--- config.mk ---
export PLATFORM = sky130hd
export DESIGN_NAME = tmc_timer
export DESIGN_NICKNAME = d
export VERILOG_FILES = /design/src/core/tmc_pkg.sv /design/src/core/tmc_timer.sv
export SDC_FILE = /design/constraint.sdc
export NUM_CORES = 1
export LEC_CHECK = 0
export BUFFER_PORTS_ARGS = -buffer_cell sky130_fd_sc_hd__buf_4
export CAP_MARGIN = 0
export CELL_PAD_IN_SITES_DETAIL_PLACEMENT = 1
export CELL_PAD_IN_SITES_GLOBAL_PLACEMENT = 1
export CORE_ASPECT_RATIO = 1.25
export CORE_MARGIN = 2
export CORE_UTILIZATION = 40
export CTS_CLUSTER_DIAMETER = 50
export DETAILED_ROUTE_END_ITERATION = 12
export PLACE_DENSITY = 0.83
export SETUP_SLACK_MARGIN = 0.2
export SLEW_MARGIN = 20
export SYNTH_ARGS = -nofsm -noshare
export SYNTH_HDL_FRONTEND = slang
export SYNTH_SLANG_ARGS = --single-unit
--- constraint.sdc ---
create_clock -name hclk -period 3.7 [get_ports hclk]
set_input_delay 0.37 -clock hclk [delete_from_list [all_inputs] [get_ports hclk]]
set_output_delay 0.37 -clock hclk [all_outputs]
set_load 0.01 [all_outputs]
--- src/core/tmc_pkg.sv ---
package tmc_pkg;

  // ****************************************
  // Register indices (byte address = 4 x index).
  // ****************************************
  localparam logic [5:0] IDX_CTRL_A  = 6'h2A;  // Waveform mode low bits and output actions.
  localparam logic [5:0] IDX_CMP_A   = 6'h29;  // Compare value A.
  localparam logic [5:0] IDX_CMP_B   = 6'h28;  // Compare value B.
  localparam logic [5:0] IDX_COUNT   = 6'h32;  // Counter value.
  localparam logic [5:0] IDX_CTRL_B  = 6'h33;  // Force strobes, mode high bit, clock select.
  localparam logic [5:0] IDX_FLAGS   = 6'h38;  // Sticky event flags.
  localparam logic [5:0] IDX_MASK    = 6'h39;  // Interrupt enables.
  localparam logic [5:0] IDX_GLOBAL  = 6'h3F;  // Global interrupt enable.

  // ****************************************
  // Field positions and writable-bit masks.
  // ****************************************
  localparam int         FORCE_A_BIT = 7;      // Force compare A strobe in ctrl_b.
  localparam int         FORCE_B_BIT = 6;      // Force compare B strobe in ctrl_b.
  localparam int         WMODE_HI_BIT = 3;     // High waveform mode bit in ctrl_b.
  localparam int         CMP_A_BIT   = 4;      // Compare A enable and flag position.
  localparam int         CMP_B_BIT   = 3;      // Compare B enable and flag position.
  localparam int         OVF_BIT     = 1;      // Overflow enable and flag position.
  localparam int         GIE_BIT     = 7;      // Global enable position.
  localparam logic [7:0] CTRL_A_MASK = 8'hF3;  // Bits 3 and 2 read zero.
  localparam logic [7:0] MASK_MASK   = 8'h7E;  // Bits 7 and 0 read zero.
  localparam logic [7:0] FLAG_MASK   = 8'h1A;  // Only this timer's flags exist.

  // ****************************************
  // Reset values and counter landmarks.
  // ****************************************
  localparam logic [7:0] REG_RESET   = 8'h00;  // Every register clears at reset.
  localparam logic [7:0] CNT_MAX     = 8'hFF;  // MAX.
  localparam logic [7:0] CNT_BOTTOM  = 8'h00;  // BOTTOM.

  // ****************************************
  // Waveform modes and clock selections.
  // ****************************************
  localparam logic [2:0] MODE_NORMAL = 3'h0;   // Normal counting.
  localparam logic [2:0] MODE_PC_FF  = 3'h1;   // Phase correct, TOP = MAX.
  localparam logic [2:0] MODE_CTC    = 3'h2;   // Clear on match, TOP = compare A.
  localparam logic [2:0] MODE_FP_FF  = 3'h3;   // Fast PWM, TOP = MAX.
  localparam logic [2:0] MODE_PC_OCR = 3'h5;   // Phase correct, TOP = compare A.
  localparam logic [2:0] MODE_FP_OCR = 3'h7;   // Fast PWM, TOP = compare A.
  localparam logic [2:0] CS_STOP     = 3'h0;   // Counter stopped.
  localparam logic [2:0] CS_DIV1     = 3'h1;   // Undivided clock.
  localparam logic [2:0] CS_DIV8     = 3'h2;   // Clock / 8.
  localparam logic [2:0] CS_DIV64    = 3'h3;   // Clock / 64.
  localparam logic [2:0] CS_DIV256   = 3'h4;   // Clock / 256.
  localparam logic [2:0] CS_DIV1024  = 3'h5;   // Clock / 1024.
  localparam logic [2:0] CS_EXT_FALL = 3'h6;   // External pin, falling edge.
  localparam logic [2:0] CS_EXT_RISE = 3'h7;   // External pin, rising edge.
  localparam int         PRE_BITS    = 10;     // Prescaler bits needed for / 1024.

endpackage

--- src/core/tmc_timer.sv ---
// The AHB-Lite interface to the registers is this design's own decision.
`timescale 1ns/10ps
// How it works
// RQ1: Reserved bits read zero, writes ignored.
// RQ2: Three mode bits pick counting and TOP.
// RQ3: Compare writes immediate, or buffered in PWM.
// RQ4: Overflow flag point depends on mode.
// RQ5: Force strobe applies action, non-PWM only.
// RQ6: Forced match sets no flag, no clear.
// RQ7: Force bits always read back zero.
// RQ8: Software writes zero forces in PWM.
// RQ9: Clock select picks stop or prescaled clock.
// RQ10: Selects 110/111 count external pin edges.
// RQ11: External pin counts even when output.
// RQ12: Counter is readable and writable.
// RQ13: Counter write blocks next tick's match.
// RQ14: Compare values matched continuously against counter.
// RQ15: Request needs enable, global bit, flag.
// RQ16: Flags set by event, cleared by ack/write-one.
// RQ17: Fast PWM 10 clears on match, sets bottom.
// RQ18: Clear-on-match resets after TOP; normal wraps.
// RQ19: Phase correct up/down; fast PWM restarts zero.
module tmc_timer
  import tmc_pkg::*;
#(
  parameter int PRE_W = PRE_BITS               // Prescaler width.
)(
  input  wire logic        hclk,               // Bus and timer clock.
  input  wire logic        hresetn,            // Asynchronous reset, active low.
  input  wire logic        hsel,               // Slave select.
  input  wire logic [7:0]  haddr,              // Byte address.
  input  wire logic [1:0]  htrans,             // Transfer type.
  input  wire logic        hwrite,             // Write when high.
  input  wire logic [2:0]  hsize,              // Transfer size, word only.
  input  wire logic        hready,             // Bus ready.
  input  wire logic [31:0] hwdata,             // Write data.
  output logic             hreadyout,          // Slave ready.
  output logic [31:0]      hrdata,             // Read data.
  output logic             hresp,              // Response, always OKAY.
  input  wire logic        ext_count_pin,      // External count pin.
  input  wire logic        ack_cmp_a,          // Compare A vector taken.
  input  wire logic        ack_cmp_b,          // Compare B vector taken.
  input  wire logic        ack_ovf,            // Overflow vector taken.
  output logic             wave_out_a,         // Waveform output A.
  output logic             wave_out_a_oe,      // Output A drives its pin.
  output logic             wave_out_b,         // Waveform output B.
  output logic             wave_out_b_oe,      // Output B drives its pin.
  output logic             req_cmp_a,          // Compare A request.
  output logic             req_cmp_b,          // Compare B request.
  output logic             req_ovf,            // Overflow request.
  output logic             irq                 // Any request pending.
);

  // ****************************************
  // Elaboration check.
  // ****************************************
  // The divide-by-1024 tap needs at least ten prescaler bits.
  generate
    if (PRE_W < PRE_BITS)
    begin : g_chk
      $error("PRE_W too small for the slowest prescaler tap");
    end
  endgenerate

  // ****************************************
  // Declarations.
  // ****************************************
  logic             wr_pend;                   // Write data phase pending.
  logic             rd_pend;                   // Read wait state pending.
  logic [5:0]       acc_idx;                   // Index of the pending access.
  logic [7:0]       wdat;                      // Low byte of write data.
  logic [7:0]       ctrl_a;                    // Output actions and low mode bits.
  logic             wave_mode_high;            // High mode bit.
  logic [2:0]       clk_sel;                   // Count source select.
  logic [7:0]       cmp_buf [2];               // Software-visible compare values.
  logic [7:0]       cmp_act [2];               // Compare values in use.
  logic [7:0]       count_value;               // The counter.
  logic             count_up;                  // Direction, phase correct modes.
  logic             blk;                       // Match blocked until next tick.
  logic [7:0]       irq_mask;                  // Interrupt enables.
  logic [7:0]       irq_flags;                 // Sticky flags.
  logic             gie;                       // Global enable.
  logic [PRE_W-1:0] pre;                       // Free-running prescaler.
  logic             ext_s1;                    // Pin synchroniser, first stage.
  logic             ext_s2;                    // Pin synchroniser, second stage.
  logic             ext_d;                     // Delayed synchronised pin.
  logic             tick;                      // Count enable pulse.
  logic [2:0]       mode;                      // Combined waveform mode.
  logic             pwm;                       // Any PWM mode.
  logic             phase;                     // Phase correct mode.
  logic             fast;                      // Fast PWM mode.
  logic [7:0]       top;                       // Current TOP.
  logic [7:0]       next_count;                // Next counter value.
  logic             next_up;                   // Next direction.
  logic             at_top;                    // Counter at TOP.
  logic             ovf_evt;                   // Overflow event this tick.
  logic [1:0]       match;                     // Compare match events.
  logic [1:0]       force_hit;                 // Forced compare strobes.
  logic [1:0]       oc;                        // Waveform output states.
  logic [7:0]       rd_mux;                    // Selected read value.
  logic [7:0]       flag_set;                  // Flag set events.
  logic [7:0]       flag_clr;                  // Flag clear requests.

  // Toggles, clears or sets an output for a non-PWM action code.
  function automatic logic apply_act(input logic [1:0] com, input logic cur);
    case (com)
      2'b01:   apply_act = ~cur;
      2'b10:   apply_act = 1'b0;
      2'b11:   apply_act = 1'b1;
      default: apply_act = cur;
    endcase
  endfunction

  // ****************************************
  // AHB-Lite slave.
  // ****************************************
  // Writes finish with no wait state; reads add one so the data comes from a flop.
  assign hresp     = 1'b0;
  assign hreadyout = ~rd_pend;
  assign wdat      = hwdata[7:0];

  // Captures the address phase of a selected transfer.
  always_ff @(posedge hclk or negedge hresetn)
  begin
    if (!hresetn)
    begin
      wr_pend <= 1'b0;
      rd_pend <= 1'b0;
      acc_idx <= 6'h00;
    end
    else if (hready)
    begin
      wr_pend <= hsel & htrans[1] & hwrite;
      rd_pend <= hsel & htrans[1] & ~hwrite;
      acc_idx <= haddr[7:2];
    end
    else
    begin
      // The wait state of a read ends here.
      rd_pend <= 1'b0;
      wr_pend <= 1'b0;
    end
  end

  // Builds the read value; unmapped indices read zero.
  always_comb
  begin
    case (acc_idx)
      IDX_CTRL_A: rd_mux = ctrl_a;                                  // [RQ1]
      IDX_CMP_A:  rd_mux = cmp_buf[0];
      IDX_CMP_B:  rd_mux = cmp_buf[1];
      IDX_COUNT:  rd_mux = count_value;                             // [RQ12]
      IDX_CTRL_B: rd_mux = {4'h0, wave_mode_high, clk_sel};         // [RQ7]
      IDX_FLAGS:  rd_mux = irq_flags;
      IDX_MASK:   rd_mux = irq_mask;                                // [RQ1]
      IDX_GLOBAL: rd_mux = {gie, 7'h00};
      default:    rd_mux = 8'h00;
    endcase
  end

  // Registers read data during the wait state.
  always_ff @(posedge hclk or negedge hresetn)
  begin
    if (!hresetn)
    begin
      hrdata <= 32'h0000_0000;
    end
    else if (rd_pend)
    begin
      hrdata <= {24'h00_0000, rd_mux};
    end
  end

  // ****************************************
  // Control registers.
  // ****************************************
  // Holds control, mask and global enable; reserved bits are masked off.
  always_ff @(posedge hclk or negedge hresetn)
  begin
    if (!hresetn)
    begin
      ctrl_a         <= REG_RESET;
      wave_mode_high <= 1'b0;
      clk_sel        <= CS_STOP;
      irq_mask       <= REG_RESET;
      gie            <= 1'b0;
    end
    else if (wr_pend)
    begin
      if (acc_idx == IDX_CTRL_A)
      begin
        ctrl_a <= wdat & CTRL_A_MASK;                               // [RQ1]
      end
      if (acc_idx == IDX_CTRL_B)
      begin
        wave_mode_high <= wdat[WMODE_HI_BIT];
        clk_sel        <= wdat[2:0];
      end
      if (acc_idx == IDX_MASK)
      begin
        irq_mask <= wdat & MASK_MASK;                               // [RQ1]
      end
      if (acc_idx == IDX_GLOBAL)
      begin
        gie <= wdat[GIE_BIT];
      end
    end
  end

  // ****************************************
  // Mode decode.
  // ****************************************
  assign mode  = {wave_mode_high, ctrl_a[1:0]};                     // [RQ2]
  assign phase = (mode == MODE_PC_FF) || (mode == MODE_PC_OCR);
  assign fast  = (mode == MODE_FP_FF) || (mode == MODE_FP_OCR);
  assign pwm   = phase | fast;
  // Modes 2, 5 and 7 take TOP from compare A; the rest use MAX.
  assign top   = ((mode == MODE_CTC) || (mode == MODE_PC_OCR) || (mode == MODE_FP_OCR))
                 ? cmp_act[0] : CNT_MAX;                            // [RQ2]
  assign at_top = (count_value == top);

  // ****************************************
  // Clock source.
  // ****************************************
  // Runs the prescaler freely; taps are one-cycle enables.
  always_ff @(posedge hclk or negedge hresetn)
  begin
    if (!hresetn)
    begin
      pre <= '0;
    end
    else
    begin
      pre <= pre + 1'b1;
    end
  end

  // Synchronises the pin; only the second stage feeds the edge detector.
  // The pin is watched regardless of its port direction.
  always_ff @(posedge hclk or negedge hresetn)
  begin
    if (!hresetn)
    begin
      ext_s1 <= 1'b0;
      ext_s2 <= 1'b0;
      ext_d  <= 1'b0;
    end
    else
    begin
      ext_s1 <= ext_count_pin;                                      // [RQ11]
      ext_s2 <= ext_s1;
      ext_d  <= ext_s2;
    end
  end

  // Picks the count enable from the clock select.
  always_comb
  begin
    case (clk_sel)                                                  // [RQ9]
      CS_STOP:     tick = 1'b0;
      CS_DIV1:     tick = 1'b1;
      CS_DIV8:     tick = &pre[2:0];
      CS_DIV64:    tick = &pre[5:0];
      CS_DIV256:   tick = &pre[7:0];
      CS_DIV1024:  tick = &pre[9:0];
      CS_EXT_FALL: tick = ext_d & ~ext_s2;                          // [RQ10]
      CS_EXT_RISE: tick = ~ext_d & ext_s2;                          // [RQ10]
      default:     tick = 1'b0;
    endcase
  end

  // ****************************************
  // Counter.
  // ****************************************
  // Works out the next count and direction for the mode.
  always_comb
  begin
    next_up    = 1'b1;
    next_count = count_value + 8'h01;                               // [RQ18]
    if (phase)
    begin
      next_up = count_up;
      if (count_up && at_top)
      begin
        next_up    = 1'b0;
        next_count = (count_value == CNT_BOTTOM) ? CNT_BOTTOM : count_value - 8'h01; // [RQ19]
      end
      else if (!count_up && (count_value == CNT_BOTTOM))
      begin
        next_up    = 1'b1;
        next_count = (top == CNT_BOTTOM) ? CNT_BOTTOM : 8'h01;      // [RQ19]
      end
      else if (!count_up)
      begin
        next_count = count_value - 8'h01;
      end
    end
    else if (((mode == MODE_CTC) || fast) && at_top)
    begin
      next_count = CNT_BOTTOM;                                      // [RQ18] [RQ19]
    end
  end

  // Steps the counter on each tick; a software write wins and blocks a match.
  always_ff @(posedge hclk or negedge hresetn)
  begin
    if (!hresetn)
    begin
      count_value <= REG_RESET;
      count_up    <= 1'b1;
      blk         <= 1'b0;
    end
    else if (wr_pend && (acc_idx == IDX_COUNT))
    begin
      count_value <= wdat;                                          // [RQ12]
      blk         <= 1'b1;                                          // [RQ13]
    end
    else if (tick)
    begin
      count_value <= next_count;
      count_up    <= next_up;
      blk         <= 1'b0;                                          // [RQ13]
    end
  end

  // Overflow point: bottom turn, TOP in mode 7, else MAX.
  always_comb
  begin
    if (phase)
    begin
      ovf_evt = tick & ~count_up & (count_value == CNT_BOTTOM);     // [RQ4]
    end
    else if (mode == MODE_FP_OCR)
    begin
      ovf_evt = tick & at_top;                                      // [RQ4]
    end
    else
    begin
      ovf_evt = tick & (count_value == CNT_MAX);                    // [RQ4]
    end
  end

  // ****************************************
  // Compare channels.
  // ****************************************
  generate
    for (genvar i = 0; i < 2; i++)
    begin : g_ch
      localparam logic [5:0] IDX = (i == 0) ? IDX_CMP_A : IDX_CMP_B;
      localparam int         FBIT = (i == 0) ? FORCE_A_BIT : FORCE_B_BIT;
      logic       wr_buf;                      // Write to this compare value.
      logic [1:0] com;                         // This channel's action code.
      logic       special;                     // Compare value equals TOP.

      assign wr_buf  = wr_pend & (acc_idx == IDX);
      assign com     = (i == 0) ? ctrl_a[7:6] : ctrl_a[5:4];
      assign special = com[1] & (cmp_act[i] == top);
      // Continuous comparison, gated by the write block.
      assign match[i] = tick & ~blk & (count_value == cmp_act[i]);  // [RQ14] [RQ13]
      // Strobes act in non-PWM modes only and are never stored.
      assign force_hit[i] = wr_pend & (acc_idx == IDX_CTRL_B) & wdat[FBIT] & ~pwm; // [RQ5] [RQ7]

      // Holds the software copy of the compare value.
      always_ff @(posedge hclk or negedge hresetn)
      begin
        if (!hresetn)
        begin
          cmp_buf[i] <= REG_RESET;
        end
        else if (wr_buf)
        begin
          cmp_buf[i] <= wdat;
        end
      end

      // Loads the active value at once in non-PWM modes, or at TOP while counting up in PWM modes.
      always_ff @(posedge hclk or negedge hresetn)
      begin
        if (!hresetn)
        begin
          cmp_act[i] <= REG_RESET;
        end
        else if (!pwm)
        begin
          cmp_act[i] <= wr_buf ? wdat : cmp_buf[i];                 // [RQ3]
        end
        else if (tick && count_up && at_top)
        begin
          cmp_act[i] <= cmp_buf[i];                                 // [RQ3]
        end
      end

      // Drives the waveform state from matches, bottom, TOP and forces.
      always_ff @(posedge hclk or negedge hresetn)
      begin
        if (!hresetn)
        begin
          oc[i] <= 1'b0;
        end
        else if (force_hit[i])
        begin
          oc[i] <= apply_act(com, oc[i]);                           // [RQ5] [RQ6]
        end
        else if (!pwm)
        begin
          if (match[i])
          begin
            oc[i] <= apply_act(com, oc[i]);                         // [RQ14]
          end
        end
        else if (com[1])
        begin
          if (fast && tick && at_top)
          begin
            oc[i] <= ~com[0];                                       // [RQ17]
          end
          else if (fast && match[i] && !special)
          begin
            oc[i] <= com[0];                                        // [RQ17]
          end
          else if (phase && special && tick && at_top && count_up)
          begin
            oc[i] <= ~com[0];
          end
          else if (phase && match[i] && !special)
          begin
            oc[i] <= count_up ? com[0] : ~com[0];
          end
        end
        else if (com[0] && (i == 0) && wave_mode_high && match[i])
        begin
          oc[i] <= ~oc[i];
        end
      end
    end
  endgenerate

  assign wave_out_a    = oc[0];
  assign wave_out_b    = oc[1];
  assign wave_out_a_oe = |ctrl_a[7:6];
  assign wave_out_b_oe = |ctrl_a[5:4];

  // ****************************************
  // Flags and interrupt requests.
  // ****************************************
  // Forced strobes never reach the flags; setting wins over clearing.
  always_comb
  begin
    flag_set            = 8'h00;
    flag_set[CMP_A_BIT] = match[0];                                 // [RQ6] [RQ16]
    flag_set[CMP_B_BIT] = match[1];
    flag_set[OVF_BIT]   = ovf_evt;
    flag_clr            = (wr_pend && (acc_idx == IDX_FLAGS)) ? wdat : 8'h00;
    flag_clr[CMP_A_BIT] = flag_clr[CMP_A_BIT] | ack_cmp_a;          // [RQ16]
    flag_clr[CMP_B_BIT] = flag_clr[CMP_B_BIT] | ack_cmp_b;
    flag_clr[OVF_BIT]   = flag_clr[OVF_BIT] | ack_ovf;
  end

  // Updates the sticky flags.
  always_ff @(posedge hclk or negedge hresetn)
  begin
    if (!hresetn)
    begin
      irq_flags <= REG_RESET;
    end
    else
    begin
      irq_flags <= ((irq_flags & ~flag_clr) | flag_set) & FLAG_MASK; // [RQ16]
    end
  end

  assign req_cmp_a = gie & irq_mask[CMP_A_BIT] & irq_flags[CMP_A_BIT]; // [RQ15]
  assign req_cmp_b = gie & irq_mask[CMP_B_BIT] & irq_flags[CMP_B_BIT]; // [RQ15]
  assign req_ovf   = gie & irq_mask[OVF_BIT] & irq_flags[OVF_BIT];     // [RQ15]
  assign irq       = req_cmp_a | req_cmp_b | req_ovf;

endmodule
---- Yosys cells after proc, flatten, opt, wreduce, memory -nomap -nowiden ----
Cells that the tools add are included.
cells by class
  add/subtract/negate cells ............... 3
  multipliers ............................. 0
  divide/modulo/power cells ............... 0
  $lt $le $gt $ge ......................... 0
  eq/ne operators ......................... 38
  shift-type cells ........................ 0
  muxes and demuxes ....................... 49
  bitwise operators ....................... 48
  reduce and logical (&&, ||, !) cells .... 54
operator list
  cell                                                                      number
  8-bit two-way mux                                                         15
  8-bit case mux with 8 select lines                                        1
  6-bit equality test (second input constant)                               8
  8-bit equality test                                                       5
  1-bit two-way mux                                                         29
  1-bit bitwise AND                                                         27
  1-bit logical AND                                                         27
  3-bit equality test (second input constant)                               6
  8-bit logical NOT                                                         2
  3-bit by 2-bit equality test with 1-bit output (second input constant)    4
  1-bit inverter                                                            12
  3-bit AND reduction                                                       4
  10-bit by 1-bit adder with 10-bit output (second input constant)          1
  10-bit AND reduction                                                      1
  8-bit by 1-bit adder with 8-bit output (second input constant)            1
  2-bit equality test (second input constant)                               4
  8-bit equality test (second input constant)                               1
  1-bit case mux with 8 select lines                                        1
  2-bit AND reduction                                                       4
  8-bit AND reduction                                                       1
  8-bit by 1-bit subtractor with 8-bit output (second input constant)       1
  7-bit by 2-bit inequality test with 1-bit output (second input constant)  1
  3-bit by 1-bit equality test with 1-bit output (second input constant)    2
  6-bit by 1-bit inequality test with 1-bit output (second input constant)  1
  18 further kinds                                                          33
storage, ports and cells
  flip-flop bits (word level) ............. 93
  latch bits .............................. 0
  memory bits (writable) .................. 0
  memory bits (read-only) ................. 0
  bits of input ports ..................... 54
  output and inout port bits .............. 42
  memories ................................ 0

---- Depth between registers and ports, before layout ----
Gate-level depths: netlist of run 1.
  depth after elaboration ................. 16
  mapped depth ............................ 12

---- Worst setup path after synthesis of run 1 ----
OpenSTA, ideal clock, no wires.
  path kind ............................... register -> register
  from .................................... register pre[0]
  to ...................................... register oc[0], in the netlist wave_out_a
  setup time .............................. 0.124 ns
  arrival ................................. 2.572 ns
  slack ................................... 1.004 ns
  stages on the path, launching flop included .. 11
  path buffers ............................ 0
  cell sequence ........................... dfrtp_1 > ha_1 > nand2_1 > or3_4 > o41a_1 > a2111o_1 > o31ai_1 > a22oi_1 > a211o_1 > nand3_2 > a2bb2oi_2
between the ends
  cells in the longest elaborated chain, start to end .. 11
ends and longest elaborated chain
  item                                                                        line                                text
  start: declaration                                                          tmc_timer.sv:83                     logic [PRE_W-1:0] pre;
  start signal: assignment                                                    tmc_timer.sv:234                    pre <= pre + 1'b1;
  10-bit AND reduction (tied with other cells)                                tmc_timer.sv:265                    CS_DIV1024: tick = &pre[9:0];
  1-bit case mux with 8 select lines (*)                                      tmc_timer.sv:259                    case (clk_sel)
  1-bit bitwise AND / 1-bit logical AND (equally long branches) (2 in a row)  tmc_timer.sv:359, tmc_timer.sv:421
  1-bit logical AND, on equally long branches                                 tmc_timer.sv:417, tmc_timer.sv:421
  1-bit logical AND / 1-bit two-way mux (equally long branches)               tmc_timer.sv:417, tmc_timer.sv:421
  1-bit two-way mux                                                           tmc_timer.sv:417                    else if (fast && match[i] && !special)
  1-bit two-way mux                                                           tmc_timer.sv:413                    if (fast && tick && at_top)
  1-bit two-way mux                                                           tmc_timer.sv:411                    else if (com[1])
  1-bit two-way mux                                                           tmc_timer.sv:404                    else if (!pwm)
  1-bit two-way mux                                                           tmc_timer.sv:400                    else if (force_hit[i])
  end signal: indexed assignment                                              tmc_timer.sv:402                    oc[i] <= apply_act(com, oc[i]);
  end signal: indexed assignment                                              tmc_timer.sv:408                    oc[i] <= apply_act(com, oc[i]);
  end signal: indexed assignment                                              tmc_timer.sv:415                    oc[i] <= ~com[0];
  end: declaration                                                            tmc_timer.sv:99                     logic [1:0] oc;
Every way passes the cells marked *; elsewhere a longest branch is shown, timed or not.
A chain may end at the register's enable or synchronous reset.

---- Worst setup path in the final report of run 1 ----
  from .................................... register wave_mode_high
  to ...................................... register cmp_act[6] in the netlist's numbering
between the ends
  cells in the longest elaborated chain, start to end .. 7
ends and longest elaborated chain
  item                                                                                          line                                text
  start: declaration                                                                            tmc_timer.sv:73                     logic wave_mode_high;
  start signal: assignment                                                                      tmc_timer.sv:196                    wave_mode_high <= wdat[WMODE_HI_BIT];
  3-bit by 2-bit equality test with 1-bit output / 3-bit equality test (equally long branches)  tmc_timer.sv:218, tmc_timer.sv:214
  1-bit logical OR (2 in a row)                                                                 tmc_timer.sv:218                    assign top = ((mode == MODE_CTC) || (mode == MODE_PC_OCR) || (mode == MODE_FP_OCR))
  8-bit two-way mux                                                                             tmc_timer.sv:219                    ? cmp_act[0] : CNT_MAX;
  8-bit equality test                                                                           tmc_timer.sv:220                    assign at_top = (count_value == top);
  1-bit logical AND                                                                             tmc_timer.sv:387                    else if (tick && count_up && at_top)
  2-bit by 1-bit inequality test with 1-bit output (no source line)                             --
  end signal: indexed assignment                                                                tmc_timer.sv:385                    cmp_act[i] <= wr_buf ? wdat : cmp_buf[i];
  end signal: indexed assignment                                                                tmc_timer.sv:389                    cmp_act[i] <= cmp_buf[i];
  end: declaration                                                                              tmc_timer.sv:76                     logic [7:0] cmp_act [2];
Parallel ways exist; a longest one is shown, timed or not.

==> metrics, run 1 <==
Finished Layout Cells 813; Placer Congestion 0.930; Die ar. 0.0152 mm2; Syn Std Cell Area 0.00571 mm2; Clk Tree Root Cell clkbuf_16; setup_tns 0 ns; Clock Tree Buf Depth 2; outcome completed; Area after DPL 0.00606 mm2; Clock Latency Late Sink 0.35 ns; n_diodes 0; hold crit path type input port to async pin; Reg-to-Reg End cmp_act[6]; die width 111 um; initial antenna violation count 0; Boundary Pins 96; Final Hold Fails 0; syn_area_per_cell 9.36 um2; first-pass GRT wire length 28,200 um; RR Startpoint wave_mode_high; Fmax 299 MHz; crit path launch type register; vias in the first global route 5,130; Post-synth EDFFs 0; average wire per standard cell 22.0 um; R2R depth 7; Global Route Usage Sum 23.8%; Final Cell Area 0.00637 mm2; worst reg-to-reg setup slack 0.35 ns; CTS clk-pin slew, worst paths 0.07 ns; layout cells sized above 1 20.2%; routed vias 4,880; worst-case headroom to the max-slew limit 38.9%; Worst Setup EP cmp_act[6]; Starting Density 41.1%; Crit Path Class register to register; area share of the largest cell type after synthesis 40.3%; peak supply drop 0.217 mV; RSZ-0062 raised after global routing no; Max Cap Violations 0; final setup fails 0; register area share after synthesis 40.8%; synthesis-stage register bit count 93; DR vias/cell 6.00; core area 0.0139 mm2; FP Rows 48; initial DRC count 274; synth warn 0; Worst setup EP type register; worst-path fanout max 18; residual overflow from global routing 0; Die Ht 138 um; crit path from wave_mode_high; largest cells by area after synthesis dfrtp_1 (40%), mux2_2 (7.3%), a21oi_1 (4.5%); DRT Pass-1 Iters 5; Placed Cells 797; Synth area leader dfrtp_1; Port-buffer cells 40; total CTS buffers 9; top_reg_cell synth dfrtp_1; Leak Pwr 0.00286 uW; ys async rst share 100%; Yosys cell types 74; final slew viol count 0; DRC Markers 0; CP arrival 3.55 ns; HPWL Detailed 13,200 um; final period utilization 90.4%; final WL 17,900 um; Tmin final 3.35 ns; Final Skew 0.00855 ns; CTS tree done; pin count of the biggest net entering global routing 55; post-detailed-route count of antenna-violating nets 0; depth of the CTS H-tree 3; # clock sinks 93; Post-Synthesis Cells 610; Power Density 443 mW/mm2; Worst Tran Pin Value 0.914 ns; fin nets 691; synth-to-layout area growth 11.6%; required time worst endpoint 3.90 ns; Fillers 1,605
==> cell usage in the layout (no fill, tap or decap), drive strengths merged, types with 3 or more instances in the layout <==
cell type,instances
or3,10
mux2i,20
o22ai,4
xnor2,20
nor2b,3
clkbuf,9
a221oi,8
a22o,3
xor2,11
nor3,11
nand2b,6
o21ai,18
dfrtp,92
mux2,37
nand4,8
buf,54
nand3,13
conb,25
o2bb2ai,8
inv,19
ha,4
nor2,53
nor3b,3
and2,4
and3,12
nand2,52
a31oi,9
o41ai,3
a2111oi,4
nor4,4
or2,4
a21oi,52
a311oi,3
a22oi,5
o211ai,4
==> through the flow <==
| step | total power (uW) | hold WS [ns] | setup slack (ns) | utilization (%) |
|---|---|---|---|---|
| 2_1_floorplan | 1660 | 0.0744 | 1.00 | - |
| 3_3_place_gp | 1820 | 0.335 | 0.416 | 43.7 |
| 3_5_place_dp | 1860 | 0.340 | 0.224 | 43.7 |
| 4_1_cts | 2820 | 0.0629 | 0.358 | 45.9 |
| 5_1_grt | 2940 | 0.0958 | 0.249 | 45.9 |
| 6_report | 2820 | 0.0407 | 0.354 | 45.9 |
==> timing repair <==
action,CTS,global route
pin swaps,0,0
cloned,0,0
resized for setup,1,1
hold buffers,0,0
setup endpoints to repair,3,1
setup buffers,0,0
==> synth_stat cells, types with 4 or more instances <==
cell / instances
clkbuf_1: 30
a31oi_1: 9
a22oi_1: 5
nand4_1: 8
dfrtp_1: 92
o2bb2ai_1: 8
buf_4: 29
or2_2: 4
inv_1: 16
nor3_1: 11
a221oi_1: 8
nor2_1: 53
nand2_1: 51
a21oi_1: 51
and3_1: 12
xor2_1: 11
mux2i_1: 20
ha_1: 4
o211ai_1: 4
or3_1: 9
o21ai_0: 17
nand3_1: 11
nand2b_1: 6
xnor2_1: 20
buf_2: 6
nor4_1: 4
o22ai_1: 4
mux2_2: 37
==> worst max-delay path, cell delays in order, from the launching register on <==
cell and delay [ns]:
dfrtp_1 0.45, or3b_1 0.58, and2_1 0.34, o22ai_1 0.24, o2111ai_1 0.35, or3_2 0.81, mux2i_1 0.32, a21oi_1 0.11
==> layout make-up <==
cell class                 instances  area [um2]  share of cell area (%)
multi-input combinational        458        3050                    47.8
sequential                        93        2330                    36.5
timing repair buffer              54         405                    6.36
clock buffer                       9         225                    3.53
tap                              175         219                    3.44
clock inverter                     7        82.6                    1.30
inverter                          17        63.8                    1.00
==> report_power, final <==
part           total (uW)  switching (uW)  internal (uW)
logic                 578             314            265
registers            1280             195           1090
clock network         961             427            535
total                2820             936           1890
==> metal layers <==
metal | global-route usage, % | routed length [um] | vias to the layer above
met4 | 13.7 | 944 | 0
met3 | 2.64 | 738 | 47
met2 | 43.1 | 9410 | 160
li1 | - | - | 2201
met1 | 27.5 | 6820 | 2472
met5 | 0 | 0 | -
==> cell families after synthesis <==
kind of cell,synth area share [%]
XOR/XNOR,4.76
AND/OR/NAND/NOR,17.2
AO/OA/AOI/OAI,17.2
other,0.0657
flip-flops,40.8
multiplexers,11.6
buffers and inverters,7.50
adder cells (fa/ha/maj),0.877
==> registers in the layout (all words and copies together), names as in the netlist, 6 cells and up <==
name	flops
irq_mask	6
cmp_act	16
pre	10
cmp_buf	16
acc_idx	6
count_value	8
ctrl_a	6
hrdata	8
==> how the worst min path moves through the flow <==
stage          startpoint    endpoint  slack [ns]  cells past startpoint
2_1_floorplan     hresetn  acc_idx[0]        0.07                      0
3_3_place_gp       ext_s1      ext_s2        0.34                      0
3_5_place_dp       ext_s1      ext_s2        0.34                      0
4_1_cts           hresetn   hrdata[0]        0.06                      1
5_1_grt           hresetn   hrdata[0]         0.1                      1
6_report          hresetn   hrdata[0]        0.04                      1
Note: power is estimated with default switching activity, not from simulation.
==> inputs of run 2 (changes only) <==
Settings changed: CORE_MARGIN 2 to default.
==> run 2 against run 1 <==
- global-route usage up 1.9 points
- largest cell class unchanged
- non-clock buffer count did not move
- die area is 3.2% lower
- design area up 0.61%
- clock power grew 6%
- combinational power grew 2%
- clock skew barely moved
- cell count unchanged
- first-iteration DRC count increased by 28%
- sequential power barely moved
- routed wire length up 0.54%
- register-to-register slack better by 0.06 ns
==> metrics, run 2 (synthesized netlist as in run 1, its figures left out) <==
outcome completed; Max Cap Violations 0; final slew viol count 0; Clock Tree Buf Depth 2; routed vias 4,971; Reg-to-Reg End count_value[6]; synth-to-layout area growth 12.3%; required time worst endpoint 3.95 ns; post-CTS setup buffer count 0; Die ar. 0.0148 mm2; initial DRC count 350; RR Startpoint ctrl_a[0]; Leak Pwr 0.00287 uW; Die Ht 136 um; Final Hold Fails 0; Crit Path Class register to register; pin count of the biggest net entering global routing 76; crit path from ctrl_a[0]; post-detailed-route count of antenna-violating nets 0; average wire per standard cell 22.2 um; FP Rows 48; Boundary Pins 96; layout cells sized above 1 19.9%; R2R depth 9; Tmin final 3.29 ns; DR vias/cell 6.11; fin nets 691; worst reg-to-reg setup slack 0.41 ns; first-pass GRT wire length 28,500 um; Final Power 2880 uW; commonest non-fill, non-tap cell in the layout dfrtp_1; Power Density 450 mW/mm2; Worst Tran Pin Value 0.851 ns; Final Skew 0.00834 ns; core area 0.0139 mm2; total CTS buffers 9; final WL 18,000 um; Placer Congestion 0.927; final period utilization 88.9%; RSZ-0062 raised after global routing no; Worst Setup EP count_value[6]; initial antenna violation count 0; HPWL Detailed 13,100 um; CTS clk-pin slew, worst paths 0.07 ns; CTS tree done; largest registers cmp_act x16, cmp_buf x16, pre x10; # clock sinks 93; vias in the first global route 5,129; hold crit path type input port to register; Clk Tree Root Cell clkbuf_16; worst-case headroom to the max-slew limit 42.8%; n_diodes 0; die width 109 um; setup_tns 0 ns; Global Route Usage Sum 25.7%; DRC Markers 0; Clock Latency Late Sink 0.35 ns; crit path launch type register; peak supply drop 0.280 mV; worst-path fanout max 11; Port-buffer cells 40; Worst setup EP type register; leading cell types in the layout, fill and taps excluded dfrtp_1 (92), nor2_1 (53), buf_4 (52); residual overflow from global routing 0; CP arrival 3.54 ns; final setup fails 0; Starting Density 41.1%; Fmax 304 MHz; DRT Pass-1 Iters 5; depth of the CTS H-tree 3
run 2: where the power goes:
group | leakage [uW] | internal [uW] | switching (uW)
clock | 0.000154 | 599 | 421
sequential | 0.00117 | 1090 | 189
combinational | 0.00155 | 268 | 319
run 2: worst max-delay path, stage by stage, from the launching register on:
cell and delay (ns):
dfrtp_1 0.41, or3b_1 0.55, and2_1 0.35, o22ai_1 0.23
o2111ai_1 0.36, buf_4 0.30, a21oi_2 0.25, a311oi_1 0.16
or3_1 0.37, a21oi_1 0.20
run 2: routing by layer:
metal / part of all wire, % / wire length (um) / GRT usage (%)
met4: 4.4 / 798 / 13.1
met1: 39 / 6950 / 30.8
met5: 0 / 0 / 0
met3: 4.9 / 876 / 4.23
met2: 52 / 9380 / 44.0
run 2: layout make-up:
class	instances	area, um2
Clock buffer	10	229
Clock inverter	6	93.8
Fill cell	1575	7460
Inverter	17	63.8
Multi-Input combinational cell	458	3050
Sequential cell	93	2330
Tap cell	175	219
Timing Repair Buffer	54	428
run 2: worst min path at each step:
stage | from | end | depth (start not counted)
after global placement | ext_s1 | ext_s2 | 0
final | ext_count_pin | ext_s1 | 1
after global routing | ext_count_pin | ext_s1 | 1
after detailed placement | ext_s1 | ext_s2 | 0
after floorplan | hresetn | acc_idx[0] | 0
after CTS | ext_count_pin | ext_s1 | 1
run 2: through the flow:
step / instance area (um2) / hold WS, ns / std cells / util (%) / worst slack [ns]
6_report: 6410 / 0.135 / 813 / 46.2 / 0.412
4_1_cts: 6360 / 0.135 / 811 / 45.9 / 0.335
3_3_place_gp: 6040 / 0.336 / 795 / 43.6 / 0.434
2_1_floorplan: 5800 / 0.0744 / 634 / - / 1.00
5_1_grt: 6410 / 0.128 / 813 / 46.2 / 0.211
3_5_place_dp: 6040 / 0.359 / 795 / 43.6 / 0.340
run 2: what timing repair did:
action                     4_1_cts  5_1_grt
resized for setup                0        1
hold buffers                     0        1
hold endpoints to repair         0       18
setup endpoints to repair        0        7
